[src/include/lptpc_regs.svh]
// Purpose: Register map, field positions and reset values of the low-power timer
// Assumes: Plain register port, 32-bit data, byte addresses
// Notes:   Definitions only
`ifndef LPTPC_REGS_SVH
`define LPTPC_REGS_SVH

// ------------------------------------------------------------
// Offsets
// ------------------------------------------------------------
`define LPTPC_OFS_CTRL    8'h00
`define LPTPC_OFS_PRESC   8'h04
`define LPTPC_OFS_CMP     8'h08
`define LPTPC_OFS_CNT     8'h0C
`define LPTPC_OFS_STAT    8'h10
`define LPTPC_OFS_MASK    8'h14

// ------------------------------------------------------------
// Fields
// ------------------------------------------------------------
`define LPTPC_CTRL_EN     0
`define LPTPC_CTRL_MODE   1
`define LPTPC_CTRL_FREE   2
`define LPTPC_CTRL_SEL_LO 4
`define LPTPC_CTRL_SEL_HI 5
`define LPTPC_PSR_CLK_LO  0
`define LPTPC_PSR_CLK_HI  1
`define LPTPC_PSR_BYP     2
`define LPTPC_PSR_PR_LO   3
`define LPTPC_PSR_PR_HI   6
`define LPTPC_EV_MATCH    0
`define LPTPC_EV_CLKLOST  1

// ------------------------------------------------------------
// Reset values
// ------------------------------------------------------------
`define LPTPC_CTRL_RST    6'h00
`define LPTPC_PSR_RST     7'h00
`define LPTPC_CMP_RST     16'h0000
`define LPTPC_EV_RST      2'h0
`define LPTPC_PR_MAX      4'hE

`endif

[src/include/lptpc_pkg.sv]
// Purpose: Types shared by the low-power timer files
// Assumes: Nothing beyond the register header
// Notes:   Enums carry no explicit codes
package lptpc_pkg;

    typedef enum logic [1:0] {
        PM_RUN,
        PM_LOW_LEAKAGE_STOP,
        PM_VERY_LOW_LEAKAGE_STOP,
        PM_DEEPEST_LEAKAGE_STOP
    } lptpc_pwr_e;

    typedef enum logic [1:0] {
        CS_INTERNAL_REF,
        CS_OSC_1KHZ,
        CS_RTC_32K,
        CS_EXTERNAL_REF
    } lptpc_clksel_e;

    typedef enum logic [1:0] {
        TS_IDLE,
        TS_WAIT_HALF
    } lptpc_trig_e;

endpackage

[src/rtl/lptpc_top.sv]
// Purpose: Low-power timer and pulse counter with comparator trigger
// Assumes: CLK_SYS 40 MHz; source clocks and pins are foreign and sampled
// Notes:   Source clocks must be well below CLK_SYS/2 to be seen as ticks
// How it works
// Two modes: periodic time counter, or pulse counter of a selected input.
// One 15-bit stage is prescaler in time mode, glitch filter in pulse mode.
// Counter equal to 16-bit compare sets the flag; counter resets unless free-running.
// Pulse select: 00 comparator, 01..11 alternate pins one to three.
// Clock select: internal ref, 1 kHz oscillator, 32 kHz RTC clock, external ref.
// Counting and compare keep working in any power mode while the clock runs.
// In deepest leakage stop only a bypassed external clock pin is usable.
// Internal ref lost in leakage stops; others lost in deepest stop.
// Software keeps the selected clock enabled in the needed low-power modes.
// Trigger active only while enabled; first stage rises with the flag.
// Capture stage follows half a prescaler output or source clock period.
// Selected pulse input is synchronised before filtering and counting.
//
// The strobed register port and the register addresses are this design's own decisions.
`include "lptpc_regs.svh"
module lptpc_top
    import lptpc_pkg::*;
(
    // Clock and reset
    input  wire logic        CLK_SYS,
    input  wire logic        RESET,
    // Register port
    input  wire logic [7:0]  ADDR,
    input  wire logic [31:0] WDATA,
    input  wire logic        WR,
    input  wire logic        RD,
    output logic      [31:0] RDATA,
    // Clock sources, pulse inputs and power state
    input  wire logic        INTERNAL_REFERENCE_CLOCK,
    input  wire logic        LOW_POWER_OSCILLATOR_1KHZ,
    input  wire logic        RTC_32K_CLOCK,
    input  wire logic        EXTERNAL_REFERENCE_CLOCK,
    input  wire logic        ANALOG_COMPARATOR_OUT,
    input  wire logic        ALT_PULSE_PIN_1,
    input  wire logic        ALT_PULSE_PIN_2,
    input  wire logic        ALT_PULSE_PIN_3,
    input  wire logic        OSC_BYPASS,
    input  wire logic [1:0]  POWER_MODE,
    // Outputs
    output logic             IRQ,
    output logic             TRIG_ENABLE,
    output logic             TRIG_CAPTURE
);
    logic [8:0]  s_lvl;
    logic [8:0]  s_rise;
    logic [8:0]  s_fall;
    logic [5:0]  ctrl_q;
    logic [6:0]  psr_q;
    logic [15:0] cmp_q;
    logic [15:0] cnt_q;
    logic [14:0] presc_q;
    logic [1:0]  stat_q;
    logic [1:0]  mask_q;
    logic        filt_q;
    logic        filt_prev_q;
    logic        lost_prev_q;
    lptpc_trig_e trig_q;
    logic [31:0] rdata_q;
    logic        irq_q;
    logic        trig_en_q;
    logic        trig_cap_q;

    // ------------------------------------------------------------
    // Input synchronisers
    // ------------------------------------------------------------
    lptpc_sync #(.W(9)) u_sync (
        .clk      (CLK_SYS),
        .rst      (RESET),
        .async_in ({OSC_BYPASS, EXTERNAL_REFERENCE_CLOCK, RTC_32K_CLOCK,
                    LOW_POWER_OSCILLATOR_1KHZ, INTERNAL_REFERENCE_CLOCK,
                    ALT_PULSE_PIN_3, ALT_PULSE_PIN_2, ALT_PULSE_PIN_1,
                    ANALOG_COMPARATOR_OUT}),
        .lvl      (s_lvl),
        .rise     (s_rise),
        .fall     (s_fall)
    );

    // ------------------------------------------------------------
    // Clock availability per power mode
    // ------------------------------------------------------------
    function automatic logic src_ok(input lptpc_clksel_e s, input lptpc_pwr_e m,
                                    input logic byp);
        logic ok;
        ok = 1'b1;
        case (m)
            PM_LOW_LEAKAGE_STOP, PM_VERY_LOW_LEAKAGE_STOP:
                ok = (s != CS_INTERNAL_REF);
            PM_DEEPEST_LEAKAGE_STOP:
                ok = (s == CS_EXTERNAL_REF) && byp;
            default:
                ok = 1'b1;
        endcase
        return ok;
    endfunction

    wire logic          en      = ctrl_q[`LPTPC_CTRL_EN];
    wire logic          pmode   = ctrl_q[`LPTPC_CTRL_MODE];
    wire logic          free    = ctrl_q[`LPTPC_CTRL_FREE];
    wire logic [1:0]    in_sel  = ctrl_q[`LPTPC_CTRL_SEL_HI:`LPTPC_CTRL_SEL_LO];
    wire lptpc_clksel_e clk_sel = lptpc_clksel_e'(psr_q[`LPTPC_PSR_CLK_HI:`LPTPC_PSR_CLK_LO]);
    wire logic          byp     = psr_q[`LPTPC_PSR_BYP];
    wire logic [3:0]    pr_raw  = psr_q[`LPTPC_PSR_PR_HI:`LPTPC_PSR_PR_LO];
    wire lptpc_pwr_e    pwr     = lptpc_pwr_e'(POWER_MODE);
    wire logic          avail   = src_ok(clk_sel, pwr, s_lvl[8]);
    // A select value of 15 would need a 16th stage; it is held at the top stage
    wire logic [3:0]    pr      = (pr_raw > `LPTPC_PR_MAX) ? `LPTPC_PR_MAX : pr_raw;
    wire logic [14:0]   pmask   = 15'((16'h0002 << pr) - 16'h0001);
    wire logic          src_tick = en && avail && s_rise[4 + 32'(clk_sel)];
    wire logic          src_fall = en && avail && s_fall[4 + 32'(clk_sel)];
    wire logic          pulse_raw = s_lvl[in_sel];
    wire logic          presc_out = src_tick && ((presc_q & pmask) == pmask);
    wire logic          filt_edge = filt_q && !filt_prev_q;
    wire logic          cnt_tick = en && (pmode ? filt_edge
                                                : (byp ? src_tick : presc_out));
    wire logic          match   = cnt_tick && (cnt_q == cmp_q);
    wire logic          lost    = en && !avail;
    wire logic [1:0]    ev      = {lost && !lost_prev_q, match};
    wire logic          wr_stat = WR && (ADDR == `LPTPC_OFS_STAT);

    // ------------------------------------------------------------
    // Configuration registers
    // ------------------------------------------------------------
    always_ff @(posedge CLK_SYS or posedge RESET) begin
        if (RESET) begin
            ctrl_q <= `LPTPC_CTRL_RST;
            psr_q  <= `LPTPC_PSR_RST;
            cmp_q  <= `LPTPC_CMP_RST;
            mask_q <= `LPTPC_EV_RST;
        end else if (WR) begin
            if (ADDR == `LPTPC_OFS_CTRL) begin
                ctrl_q <= WDATA[5:0];
            end else if (ADDR == `LPTPC_OFS_PRESC) begin
                psr_q <= WDATA[6:0];
            end else if (ADDR == `LPTPC_OFS_CMP) begin
                cmp_q <= WDATA[15:0];
            end else if (ADDR == `LPTPC_OFS_MASK) begin
                mask_q <= WDATA[1:0];
            end
        end
    end

    // ------------------------------------------------------------
    // Shared prescaler / glitch filter stage
    // ------------------------------------------------------------
    always_ff @(posedge CLK_SYS or posedge RESET) begin
        if (RESET) begin
            presc_q <= '0;
        end else if (!en) begin
            presc_q <= '0;
        end else if (!pmode) begin
            if (src_tick) begin
                presc_q <= ((presc_q & pmask) == pmask) ? 15'h0000 : presc_q + 15'h0001;
            end
        end else if (pulse_raw == filt_q) begin
            presc_q <= '0;
        end else if (src_tick) begin
            presc_q <= presc_q + 15'h0001;
        end
    end

    // Filtered pulse level; bypass passes the synchronised level straight on
    always_ff @(posedge CLK_SYS or posedge RESET) begin
        if (RESET) begin
            filt_q      <= 1'b0;
            filt_prev_q <= 1'b0;
        end else begin
            filt_prev_q <= filt_q;
            if (!en || !pmode) begin
                filt_q <= pulse_raw;
            end else if (byp) begin
                filt_q <= pulse_raw;
            end else if (src_tick && pulse_raw != filt_q && (presc_q & pmask) == pmask) begin
                filt_q <= pulse_raw;
            end
        end
    end

    // ------------------------------------------------------------
    // Counter
    // ------------------------------------------------------------
    always_ff @(posedge CLK_SYS or posedge RESET) begin
        if (RESET) begin
            cnt_q <= '0;
        end else if (!en) begin
            cnt_q <= '0;
        end else if (match && !free) begin
            cnt_q <= '0;
        end else if (cnt_tick) begin
            cnt_q <= cnt_q + 16'h0001;
        end
    end

    // ------------------------------------------------------------
    // Status, mask and interrupt
    // ------------------------------------------------------------
    always_ff @(posedge CLK_SYS or posedge RESET) begin
        if (RESET) begin
            stat_q      <= `LPTPC_EV_RST;
            lost_prev_q <= 1'b0;
            irq_q       <= 1'b0;
        end else begin
            lost_prev_q <= lost;
            // A new event in the clearing cycle survives the write-one-to-clear
            stat_q <= (stat_q & ~(wr_stat ? WDATA[1:0] : 2'h0)) | ev;
            irq_q  <= |(((stat_q & ~(wr_stat ? WDATA[1:0] : 2'h0)) | ev) & mask_q);
        end
    end

    // ------------------------------------------------------------
    // Two-stage comparator trigger
    // ------------------------------------------------------------
    always_ff @(posedge CLK_SYS or posedge RESET) begin
        if (RESET) begin
            trig_q     <= TS_IDLE;
            trig_en_q  <= 1'b0;
            trig_cap_q <= 1'b0;
        end else if (!en) begin
            trig_q     <= TS_IDLE;
            trig_en_q  <= 1'b0;
            trig_cap_q <= 1'b0;
        end else begin
            trig_cap_q <= 1'b0;
            case (trig_q)
                TS_IDLE: begin
                    if (match) begin
                        trig_q    <= TS_WAIT_HALF;
                        trig_en_q <= 1'b1;
                    end
                end
                TS_WAIT_HALF: begin
                    // Bypass and pulse mode wait half a source period, else half a prescaler output
                    if ((byp || pmode) ? src_fall
                                       : (src_tick && (presc_q & pmask) == (pmask >> 1))) begin
                        trig_q     <= TS_IDLE;
                        trig_en_q  <= 1'b0;
                        trig_cap_q <= 1'b1;
                    end
                end
                default: trig_q <= TS_IDLE;
            endcase
        end
    end

    // ------------------------------------------------------------
    // Read port
    // ------------------------------------------------------------
    always_ff @(posedge CLK_SYS or posedge RESET) begin
        if (RESET) begin
            rdata_q <= '0;
        end else if (RD) begin
            if (ADDR == `LPTPC_OFS_CTRL) begin
                rdata_q <= {24'h0000_00, stat_q[0], 1'b0, ctrl_q};
            end else if (ADDR == `LPTPC_OFS_PRESC) begin
                rdata_q <= {25'h000_0000, psr_q};
            end else if (ADDR == `LPTPC_OFS_CMP) begin
                rdata_q <= {16'h0000, cmp_q};
            end else if (ADDR == `LPTPC_OFS_CNT) begin
                rdata_q <= {16'h0000, cnt_q};
            end else if (ADDR == `LPTPC_OFS_STAT) begin
                rdata_q <= {29'h0000_0000, avail, stat_q};
            end else if (ADDR == `LPTPC_OFS_MASK) begin
                rdata_q <= {30'h0000_0000, mask_q};
            end else begin
                rdata_q <= '0;
            end
        end else begin
            rdata_q <= '0;
        end
    end

    assign RDATA        = rdata_q;
    assign IRQ          = irq_q;
    assign TRIG_ENABLE  = trig_en_q;
    assign TRIG_CAPTURE = trig_cap_q;
endmodule // lptpc_top

[src/rtl/lptpc_sync.sv]
// Purpose: Two-stage synchroniser with edge detect for a group of foreign signals
// Assumes: Inputs asynchronous to clk
// Notes:   Edges come from the second and third stage only
module lptpc_sync
    import lptpc_pkg::*;
#(
    parameter int W = 9
) (
    // Clock and reset
    input  wire logic         clk,
    input  wire logic         rst,
    // Foreign inputs
    input  wire logic [W-1:0] async_in,
    // Synchronised view
    output logic      [W-1:0] lvl,
    output logic      [W-1:0] rise,
    output logic      [W-1:0] fall
);
    logic [W-1:0] s1_q;
    logic [W-1:0] s2_q;
    logic [W-1:0] s3_q;

    always_ff @(posedge clk or posedge rst) begin
        if (rst) begin
            s1_q <= '0;
            s2_q <= '0;
            s3_q <= '0;
        end else begin
            s1_q <= async_in;
            s2_q <= s1_q;
            s3_q <= s2_q;
        end
    end

    genvar g;
    generate
        for (g = 0; g < W; g++) begin : g_edge
            assign lvl[g]  = s2_q[g];
            assign rise[g] = s2_q[g] & ~s3_q[g];
            assign fall[g] = ~s2_q[g] & s3_q[g];
        end
    endgenerate

endmodule // lptpc_sync

[config.mk]
export PLATFORM = sky130hd
export DESIGN_NAME = lptpc_top
export DESIGN_NICKNAME = d
export VERILOG_FILES = /design/src/include/lptpc_pkg.sv /design/src/rtl/lptpc_top.sv /design/src/rtl/lptpc_sync.sv
export VERILOG_INCLUDE_DIRS = /design/src /design/src/include
export SDC_FILE = /design/constraint.sdc
export NUM_CORES = 1
export LEC_CHECK = 0
export BUFFER_PORTS_ARGS = -buffer_cell sky130_fd_sc_hd__buf_2
export CORE_UTILIZATION = 40
export DETAILED_ROUTE_END_ITERATION = 8
export PLACE_DENSITY = 0.67
export SLEW_MARGIN = 25
export SYNTH_ARGS = -nofsm -noshare
export SYNTH_HDL_FRONTEND = slang
export SYNTH_SLANG_ARGS = --single-unit
[constraint.sdc]
create_clock -name CLK_SYS -period 8.37 [get_ports CLK_SYS]
set_input_delay 0.837 -clock CLK_SYS [delete_from_list [all_inputs] [get_ports CLK_SYS]]
set_output_delay 0.837 -clock CLK_SYS [all_outputs]
set_load 0.02 [all_outputs]
Word level (Yosys, flattened, before mapping)

Index checks and enable logic that the tools add are counted.

Logic and storage cells: 169
RAM bits: 0
Memories: 0
Flip-flop bits (word level): 131
Bits of input ports: 55
Bits in latches: 0
Bits in read-only memories: 0
Output and inout bits: 35

$lt $le $gt $ge: 3
Shifts and indexed selects: 1
Bitwise logic cells: 44
Divide/modulo/power cells: 0
Reduce and logical (&&, ||, !) cells: 36
Equality and inequality tests: 21
Add/sub/neg operators: 4
Multiplexer cells: 42
$mul: 0

Operator list:

| operator                                            | count |
|---|---|
| two-way mux 16 bit                                  | 7 |
| two-way mux 15 bit                                  | 6 |
| two-way mux 32 bit                                  | 1 |
| NOT 1 bit                                           | 21 |
| AND 1 bit                                           | 18 |
| adder 16 x 1 -> 16 bit (second input constant)      | 1 |
| == test 16 bit                                      | 1 |
| == test 8 x 4 -> 1 bit (second input constant)      | 2 |
| == test 8 x 5 -> 1 bit (second input constant)      | 2 |
| adder 15 x 1 -> 15 bit (second input constant)      | 1 |
| AND 15 bit                                          | 1 |
| == test 15 x 14 -> 1 bit                            | 1 |
| == test 15 bit                                      | 1 |
| logical AND 1 bit                                   | 15 |
| two-way mux 1 bit                                   | 15 |
| << shifter 2 x 4 -> 15 bit (first input constant)   | 1 |
| subtractor 15 x 1 -> 15 bit (second input constant) | 1 |
| != test 3 x 1 -> 1 bit (second input constant)      | 4 |
| two-way mux 2 bit                                   | 5 |
| binary-select mux 1 bit (select 4 bit)              | 2 |
| == test 8 x 3 -> 1 bit (second input constant)      | 1 |
| zero test 8 bit                                     | 1 |
| == test 2 bit (second input constant)               | 3 |
| zero test 1 bit                                     | 6 |
| other kinds (25)                                    | 34 |

Depth between registers and ports, before layout

Depth in word-level cells: 14
Gate-level depth with buffers: 13
Gate-level depth less buffers: 10

Cells and area by module

Synthesis repeated with hierarchy kept, for this count alone.

Cell total of the unflattened synthesis: 632
Area, all modules: 6,322.3 µm²

Modules (own cells, without submodules):

| module     | cells each | instances | sequential area each (µm²) | area an instance (µm²) |
|---|---|---|---|---|
| lptpc_top  | 586        | 1         | 2,177.1                    | 5,485.3 |
| lptpc_sync | 46         | 1         | 675.6                      | 837.1 |

Worst setup path after synthesis

No wires, ideal clock.

Kind: reg2reg
Start point: register psr_q[6]
End point: register cnt_q[11]
Setup slack: 5,182 ps
Arrival time: 3,092 ps
Data required time: 8,275 ps
Clock period less this slack: 3,188 ps
Cell stages (with the launch flop): 14
Cells stage by stage: dfrtp_1 -> clkbuf_1 -> nor2_1 -> nand3_1 -> ha_1 -> clkbuf_1 -> inv_1 -> o22ai_1 -> a221o_1 -> nor4_4 -> nand2_2 -> a221o_2 -> buf_6 -> o31ai_1

Cells in the longest elaborated chain, start to end: 14
Elaborated cells between the ends (all ways): 15
Those cells by class: add/sub: 1; order compare: 1; eq/ne: 2; shift: 1; mux: 5; bitwise: 1; reduce/logical: 4

Ends and longest elaborated chain:

| element                                        | RTL line         | RTL |
|---|---|---|
| from (decl)                                    | lptpc_top.sv:52  | `logic [6:0] psr_q;` |
| from (signal assigned)                         | lptpc_top.sv:130 | `` psr_q <= `LPTPC_PSR_RST; `` |
| from (signal assigned)                         | lptpc_top.sv:137 | `psr_q <= WDATA[6:0];` |
| greater-than comparator 4 bit (no source line) | n/a              |  |
| two-way mux 4 bit *                            | lptpc_top.sv:110 | `` wire logic [3:0] pr = (pr_raw > `LPTPC_PR_MAX) ? `LPTPC_PR_MAX : pr_raw; `` |
| << shifter 2 x 4 -> 15 bit *                   | lptpc_top.sv:111 | `wire logic [14:0] pmask = 15'((16'h0002 << pr) - 16'h0001);` |
| subtractor 15 x 1 -> 15 bit *                  | lptpc_top.sv:111 |  |
| AND 15 bit                                     | lptpc_top.sv:115 | `wire logic presc_out = src_tick && ((presc_q & pmask) == pmask);` |
| == test 15 bit *                               | lptpc_top.sv:115 |  |
| logical AND 1 bit *                            | lptpc_top.sv:115 |  |
| two-way mux 1 bit *                            | lptpc_top.sv:118 | `: (byp ? src_tick : presc_out));` |
| two-way mux 1 bit *                            | lptpc_top.sv:117 | `wire logic cnt_tick = en && (pmode ? filt_edge` |
| logical AND 1 bit *                            | lptpc_top.sv:117 |  |
| logical AND 1 bit                              | lptpc_top.sv:119 | `wire logic match = cnt_tick && (cnt_q == cmp_q);` |
| logical AND 1 bit                              | lptpc_top.sv:190 | `end else if (match && !free) begin` |
| two-way mux 16 bit                             | lptpc_top.sv:190 |  |
| two-way mux 16 bit                             | lptpc_top.sv:188 | `end else if (!en) begin` |
| to (signal assigned)                           | lptpc_top.sv:193 | `cnt_q <= cnt_q + 16'h0001;` |
| to (decl)                                      | lptpc_top.sv:54  | `logic [15:0] cnt_q;` |

Mark *: on every way between the ends. The rest lies on a longest branch, timed or not.
A chain may end at the register's enable or synchronous reset.

Final worst setup path

Start point: register psr_q[5]
End point: register cnt_q[14]

The elaborated chain is that of the path after synthesis.

==> impl_table.tex <==
\begin{tabular}{lr}
\hline
Metric & Value \\
\hline
\multicolumn{2}{l}{\textbf{CTS}} \\
\quad H-tree depth & 3 \\
\quad Clock tree root driver cell & sky130\_fd\_sc\_hd\_\_clkbuf\_16 \\
\quad Clock Sink Count & 109 \\
\quad Setup Fix Bufs, Post-CTS & 0 \\
\quad Buffer depth of the longest clock path & 2 \\
\quad Resized Gates After CTS & 0 \\
\quad Number of buffers created by CTS & 9 \\
\quad Reg clk slew, reported paths & 70 ps \\
\quad Clock tree from TritonCTS & yes \\
\quad Quantity of hold-fixing buffers added after cts & 0 \\
\quad Insertion delay of the later-clocked pin in the worst-skew pair & 350 ps \\
\multicolumn{2}{l}{\textbf{Timing}} \\
\quad Transition time of the tightest slew-check pin & 762 ps \\
\quad Hold WS & 349 ps \\
\quad Crit share post-route & 0.522 \\
\quad Setup TNS Final & 0 ps \\
\quad Final hold violations & 0 \\
\quad Minimum setup slack in the final design & 4000 ps \\
\quad Final clock skew & 8.47 ps \\
\quad Highest Clock Rate & 229 MHz \\
\quad Minimum period implied by the final worst setup slack & 4370 ps \\
\quad Number of pins exceeding their max-slew limit in the final report & 0 \\
\quad Unrepaired setup endpoints after global routing & false \\
\quad Final setup fails & 0 \\
\quad Rel. slew slack & 0.492 \\
\multicolumn{2}{l}{\textbf{Floorplanning}} \\
\quad Die Area & 15300 um2 \\
\quad Chip width & 124 um \\
\quad Chip Height & 124 um \\
\quad Row count & 44 \\
\quad Initial core utilization & 0.410 \\
\quad Core outline area & 14500 um2 \\
\quad I/O pin count & 90 \\
\multicolumn{2}{l}{\textbf{Worst setup path}} \\
\quad Buffers plus inverters on the worst setup path & 1 \\
\quad Arrival time at the worst endpoint & 4590 ps \\
\quad List of cells traversed by the critical path & nor2\_1 -> nand3\_1 -> ha\_1 -> inv\_1 -> o22ai\_1 -> a221o\_1 -> nor4\_4 -> nand2\_2 -> a221o\_2 -> o41ai\_1 \\
\quad Critical Path Slowest Stage Cell & sky130\_fd\_sc\_hd\_\_dfrtp\_1 \\
\quad Required time at the endpoint of the critical path & 8600 ps \\
\quad Gate family responsible for the most delay along the worst path & compound AO/OA/AOI/OAI gates \\
\quad Maximum fanout encountered on the critical timing path & 26 \\
\quad Delay of the slowest cell on the worst path & 670 ps \\
\quad Kind of critical path & reg -> reg \\
\quad Type of destination of the critical path & flip-flop \\
\quad Startpoint class of the critical path & flip-flop \\
\multicolumn{2}{l}{\textbf{Power and ir drop}} \\
\quad Power Total & 1.13 mW \\
\quad Maximum vdd ir drop & 0.128 mV \\
\quad Leak Pwr & 3.15 nW \\
\quad Power density cells & 172 nW/um2 \\
\multicolumn{2}{l}{\textbf{GRT}} \\
\quad Via count of the first global-routing pass & 4438 \\
\quad All-layer global routing usage & 0.193 \\
\quad Global-route track usage on met3 & 0.0334 \\
\quad Overflow left after global routing & 0 \\
\quad Most crowded layer after global routing & met2 \\
\quad Global routing usage on met2 & 0.284 \\
\quad Largest net degree at the start of global routing & 84 \\
\quad Global routing met1 resource utilization & 0.283 \\
\quad Initial antenna violation count & 0 \\
\quad First-pass GRT wire length & 22800 um \\
\multicolumn{2}{l}{\textbf{Synthesis}} \\
\quad Unique cell type count in the Yosys netlist & 70 \\
\quad Register area share after synthesis & 0.460 \\
\quad Synthesis warning total & 0 \\
\quad Leading register cell type out of synthesis & sky130\_fd\_sc\_hd\_\_dfrtp\_1 \\
\quad Number of enable-type register cells in the synthesized netlist & 0 \\
\quad Syn Area/Cell & 9.99 um2 \\
\quad Register bit total from synthesis & 109 \\
\quad Area of the mapped netlist & 5940 um2 \\
\quad Dominant cells by area after synthesis & sky130\_fd\_sc\_hd\_\_dfrtp\_1 (46\%), sky130\_fd\_sc\_hd\_\_mux2\_2 (6.3\%), sky130\_fd\_sc\_hd\_\_xor2\_1 (3.2\%), sky130\_fd\_sc\_hd\_\_o31ai\_1 (3.2\%), sky130\_fd\_sc\_hd\_\_nor2\_1 (2.6\%) \\
\quad Synthesized netlist cell count & 594 \\
\quad Fraction of post-synthesis cell area in the top cell type by area & 0.460 \\
\quad Async set-reset flop share out of synthesis & 1.00 \\
\quad Dominant cell type by area after synthesis & sky130\_fd\_sc\_hd\_\_dfrtp\_1 \\
\multicolumn{2}{l}{\textbf{Cells and area}} \\
\quad Non-Filler Instances & 811 \\
\quad Final design instance area without fill & 6550 um2 \\
\quad Area overhead of the layout relative to synthesis & 10.3\% \\
\quad Final antenna diode count & 0 \\
\quad Fraction of layout cells with a size suffix above 1 & 0.195 \\
\quad Utilization after layout & 0.452 \\
\quad Net count reported at finish & 682 \\
\multicolumn{2}{l}{\textbf{Route}} \\
\quad Final routed wire length divided by cell count & 17.2 um \\
\quad Iteration-0 DRC count of the detailed router & 494 \\
\quad Count of TritonRoute iterations in the first routing pass & 5 \\
\quad Total via count in the routed design & 4648 \\
\quad Total length of routed wires & 13900 um \\
\quad Vias per std cell & 5.73 \\
\quad Number of DRC violations after detailed routing & 0 \\
\quad Final ANT Viol Nets & 0 \\
\multicolumn{2}{l}{\textbf{Job}} \\
\quad Max-capacitance violation count & 0 \\
\multicolumn{2}{l}{\textbf{Min path}} \\
\quad Worst min-delay path category & reg -> reg \\
\multicolumn{2}{l}{\textbf{Placed design}} \\
\quad Half-perimeter wire length after detailed placement & 9930 um \\
\quad Placement-stage worst setup slack & 4120 ps \\
\quad Instance area after placement & 6230 um2 \\
\quad Routability Congestion & 0.886 \\
\quad \# placed instances & 795 \\
\quad Number of port buffers & 57 \\
\multicolumn{2}{l}{\textbf{Status}} \\
\quad Outcome & finished, final reports clean \\
\hline
\end{tabular}
[synthesized netlist by cell type, drive strengths merged (3+ instances only)]
| cell type | number |
|---|---|
| a21boi | 3 |
| o221ai | 3 |
| xor2 | 22 |
| nand3 | 22 |
| clkbuf | 28 |
| mux2 | 36 |
| and3 | 13 |
| nor4b | 3 |
| nor2b | 10 |
| o41ai | 6 |
| a22o | 5 |
| nor3b | 8 |
| inv | 20 |
| o21bai | 12 |
| o21ai | 26 |
| a22oi | 6 |
| nand2 | 39 |
| mux2i | 8 |
| nor3 | 10 |
| and2 | 3 |
| nand4 | 3 |
| dfrtp | 109 |
| buf | 29 |
| o31ai | 25 |
| a221o | 3 |
| nor2 | 42 |
| nand3b | 3 |
| a31oi | 4 |
| ha | 5 |
| xnor2 | 5 |
| a211oi | 5 |
| a21oi | 11 |
| nor4 | 11 |
| o22ai | 7 |
| a21o | 9 |
| nand2b | 8 |
[layout by cell type, fill, tap and decap left out, types with 4 or more instances in the layout]
cell type,instances
sky130_fd_sc_hd__nor4_1,10
sky130_fd_sc_hd__nand2b_1,8
sky130_fd_sc_hd__a21o_1,9
sky130_fd_sc_hd__inv_1,19
sky130_fd_sc_hd__dfrtp_1,109
sky130_fd_sc_hd__nor2_1,41
sky130_fd_sc_hd__a31oi_1,4
sky130_fd_sc_hd__nand2_1,37
sky130_fd_sc_hd__nor2b_1,10
sky130_fd_sc_hd__conb_1,16
sky130_fd_sc_hd__o21ai_0,21
sky130_fd_sc_hd__clkbuf_16,9
sky130_fd_sc_hd__nand3_1,22
sky130_fd_sc_hd__a22oi_1,6
sky130_fd_sc_hd__o21bai_1,12
sky130_fd_sc_hd__a211oi_1,5
sky130_fd_sc_hd__o21ai_1,4
sky130_fd_sc_hd__ha_1,5
sky130_fd_sc_hd__mux2_2,33
sky130_fd_sc_hd__o41ai_1,6
sky130_fd_sc_hd__nor3_1,10
sky130_fd_sc_hd__nor3b_1,8
sky130_fd_sc_hd__xnor2_1,5
sky130_fd_sc_hd__buf_2,57
sky130_fd_sc_hd__xor2_1,22
sky130_fd_sc_hd__o31ai_1,25
sky130_fd_sc_hd__a22o_1,5
sky130_fd_sc_hd__mux2i_1,8
sky130_fd_sc_hd__and3_1,13
sky130_fd_sc_hd__a21oi_1,10
sky130_fd_sc_hd__o22ai_1,7
[metal layers]
layer	share of wire	vias to the layer above
met2	0.46	140
li1	-	2186
met1	0.48	2307
met4	0.015	0
met3	0.045	15
met5	0	-
[power breakdown]
part           switching (mW)  total (mW)  internal, mW
registers              0.0192       0.562         0.543
logic                  0.0768       0.125        0.0486
clock network           0.197       0.441         0.244
total                   0.293        1.13         0.835
[layout make-up]
cell class / count / area (um2)
Tap cell: 184 / 230
Timing Repair Buffer: 59 / 304
Multi-Input combinational cell: 423 / 2900
Inverter: 20 / 77.6
Sequential cell: 109 / 2730
Clock inverter: 5 / 66.3
Clock buffer: 11 / 243
Fill cell: 1389 / 7930
[kinds of logic after synthesis]
logic type               Yosys count  synth area share
XOR/XNOR                          27            0.0398
AO/OA/AOI/OAI                    145             0.175
flip-flops                       109             0.460
multiplexers                      45            0.0856
buffers and inverters             77            0.0630
AND/OR/NAND/NOR                  185             0.166
other                              1          0.000632
adder cells (fa/ha/maj)            5            0.0105
[registers in the layout, summed over array words and instances, names as in the netlist, 2 cells and up]
register	cells
RDATA	16
cmp_q	16
cnt_q	16
presc_q	15
u_sync.lvl	9
u_sync.s1_q	9
psr_q	7
ctrl_q	6
u_sync.s3_q	4
mask_q	2
stat_q	2
[worst paths after layout]
path                                start             to  slack [ps]  depth (start not counted)
setup / recovery                 psr_q[5]      cnt_q[14]        4000                         10
hold / removal             u_sync.s1_q[5]  u_sync.lvl[5]         350                          0
setup reg to reg                 psr_q[5]      cnt_q[14]        4000                         10
hold reg to reg            u_sync.s1_q[5]  u_sync.lvl[5]         350                          0
max in group asynchronous           RESET      cmp_q[13]        6880                          3
min in group asynchronous           RESET       RDATA[1]         450                          2
No activity file was read; power rests on OpenSTA's default activity.
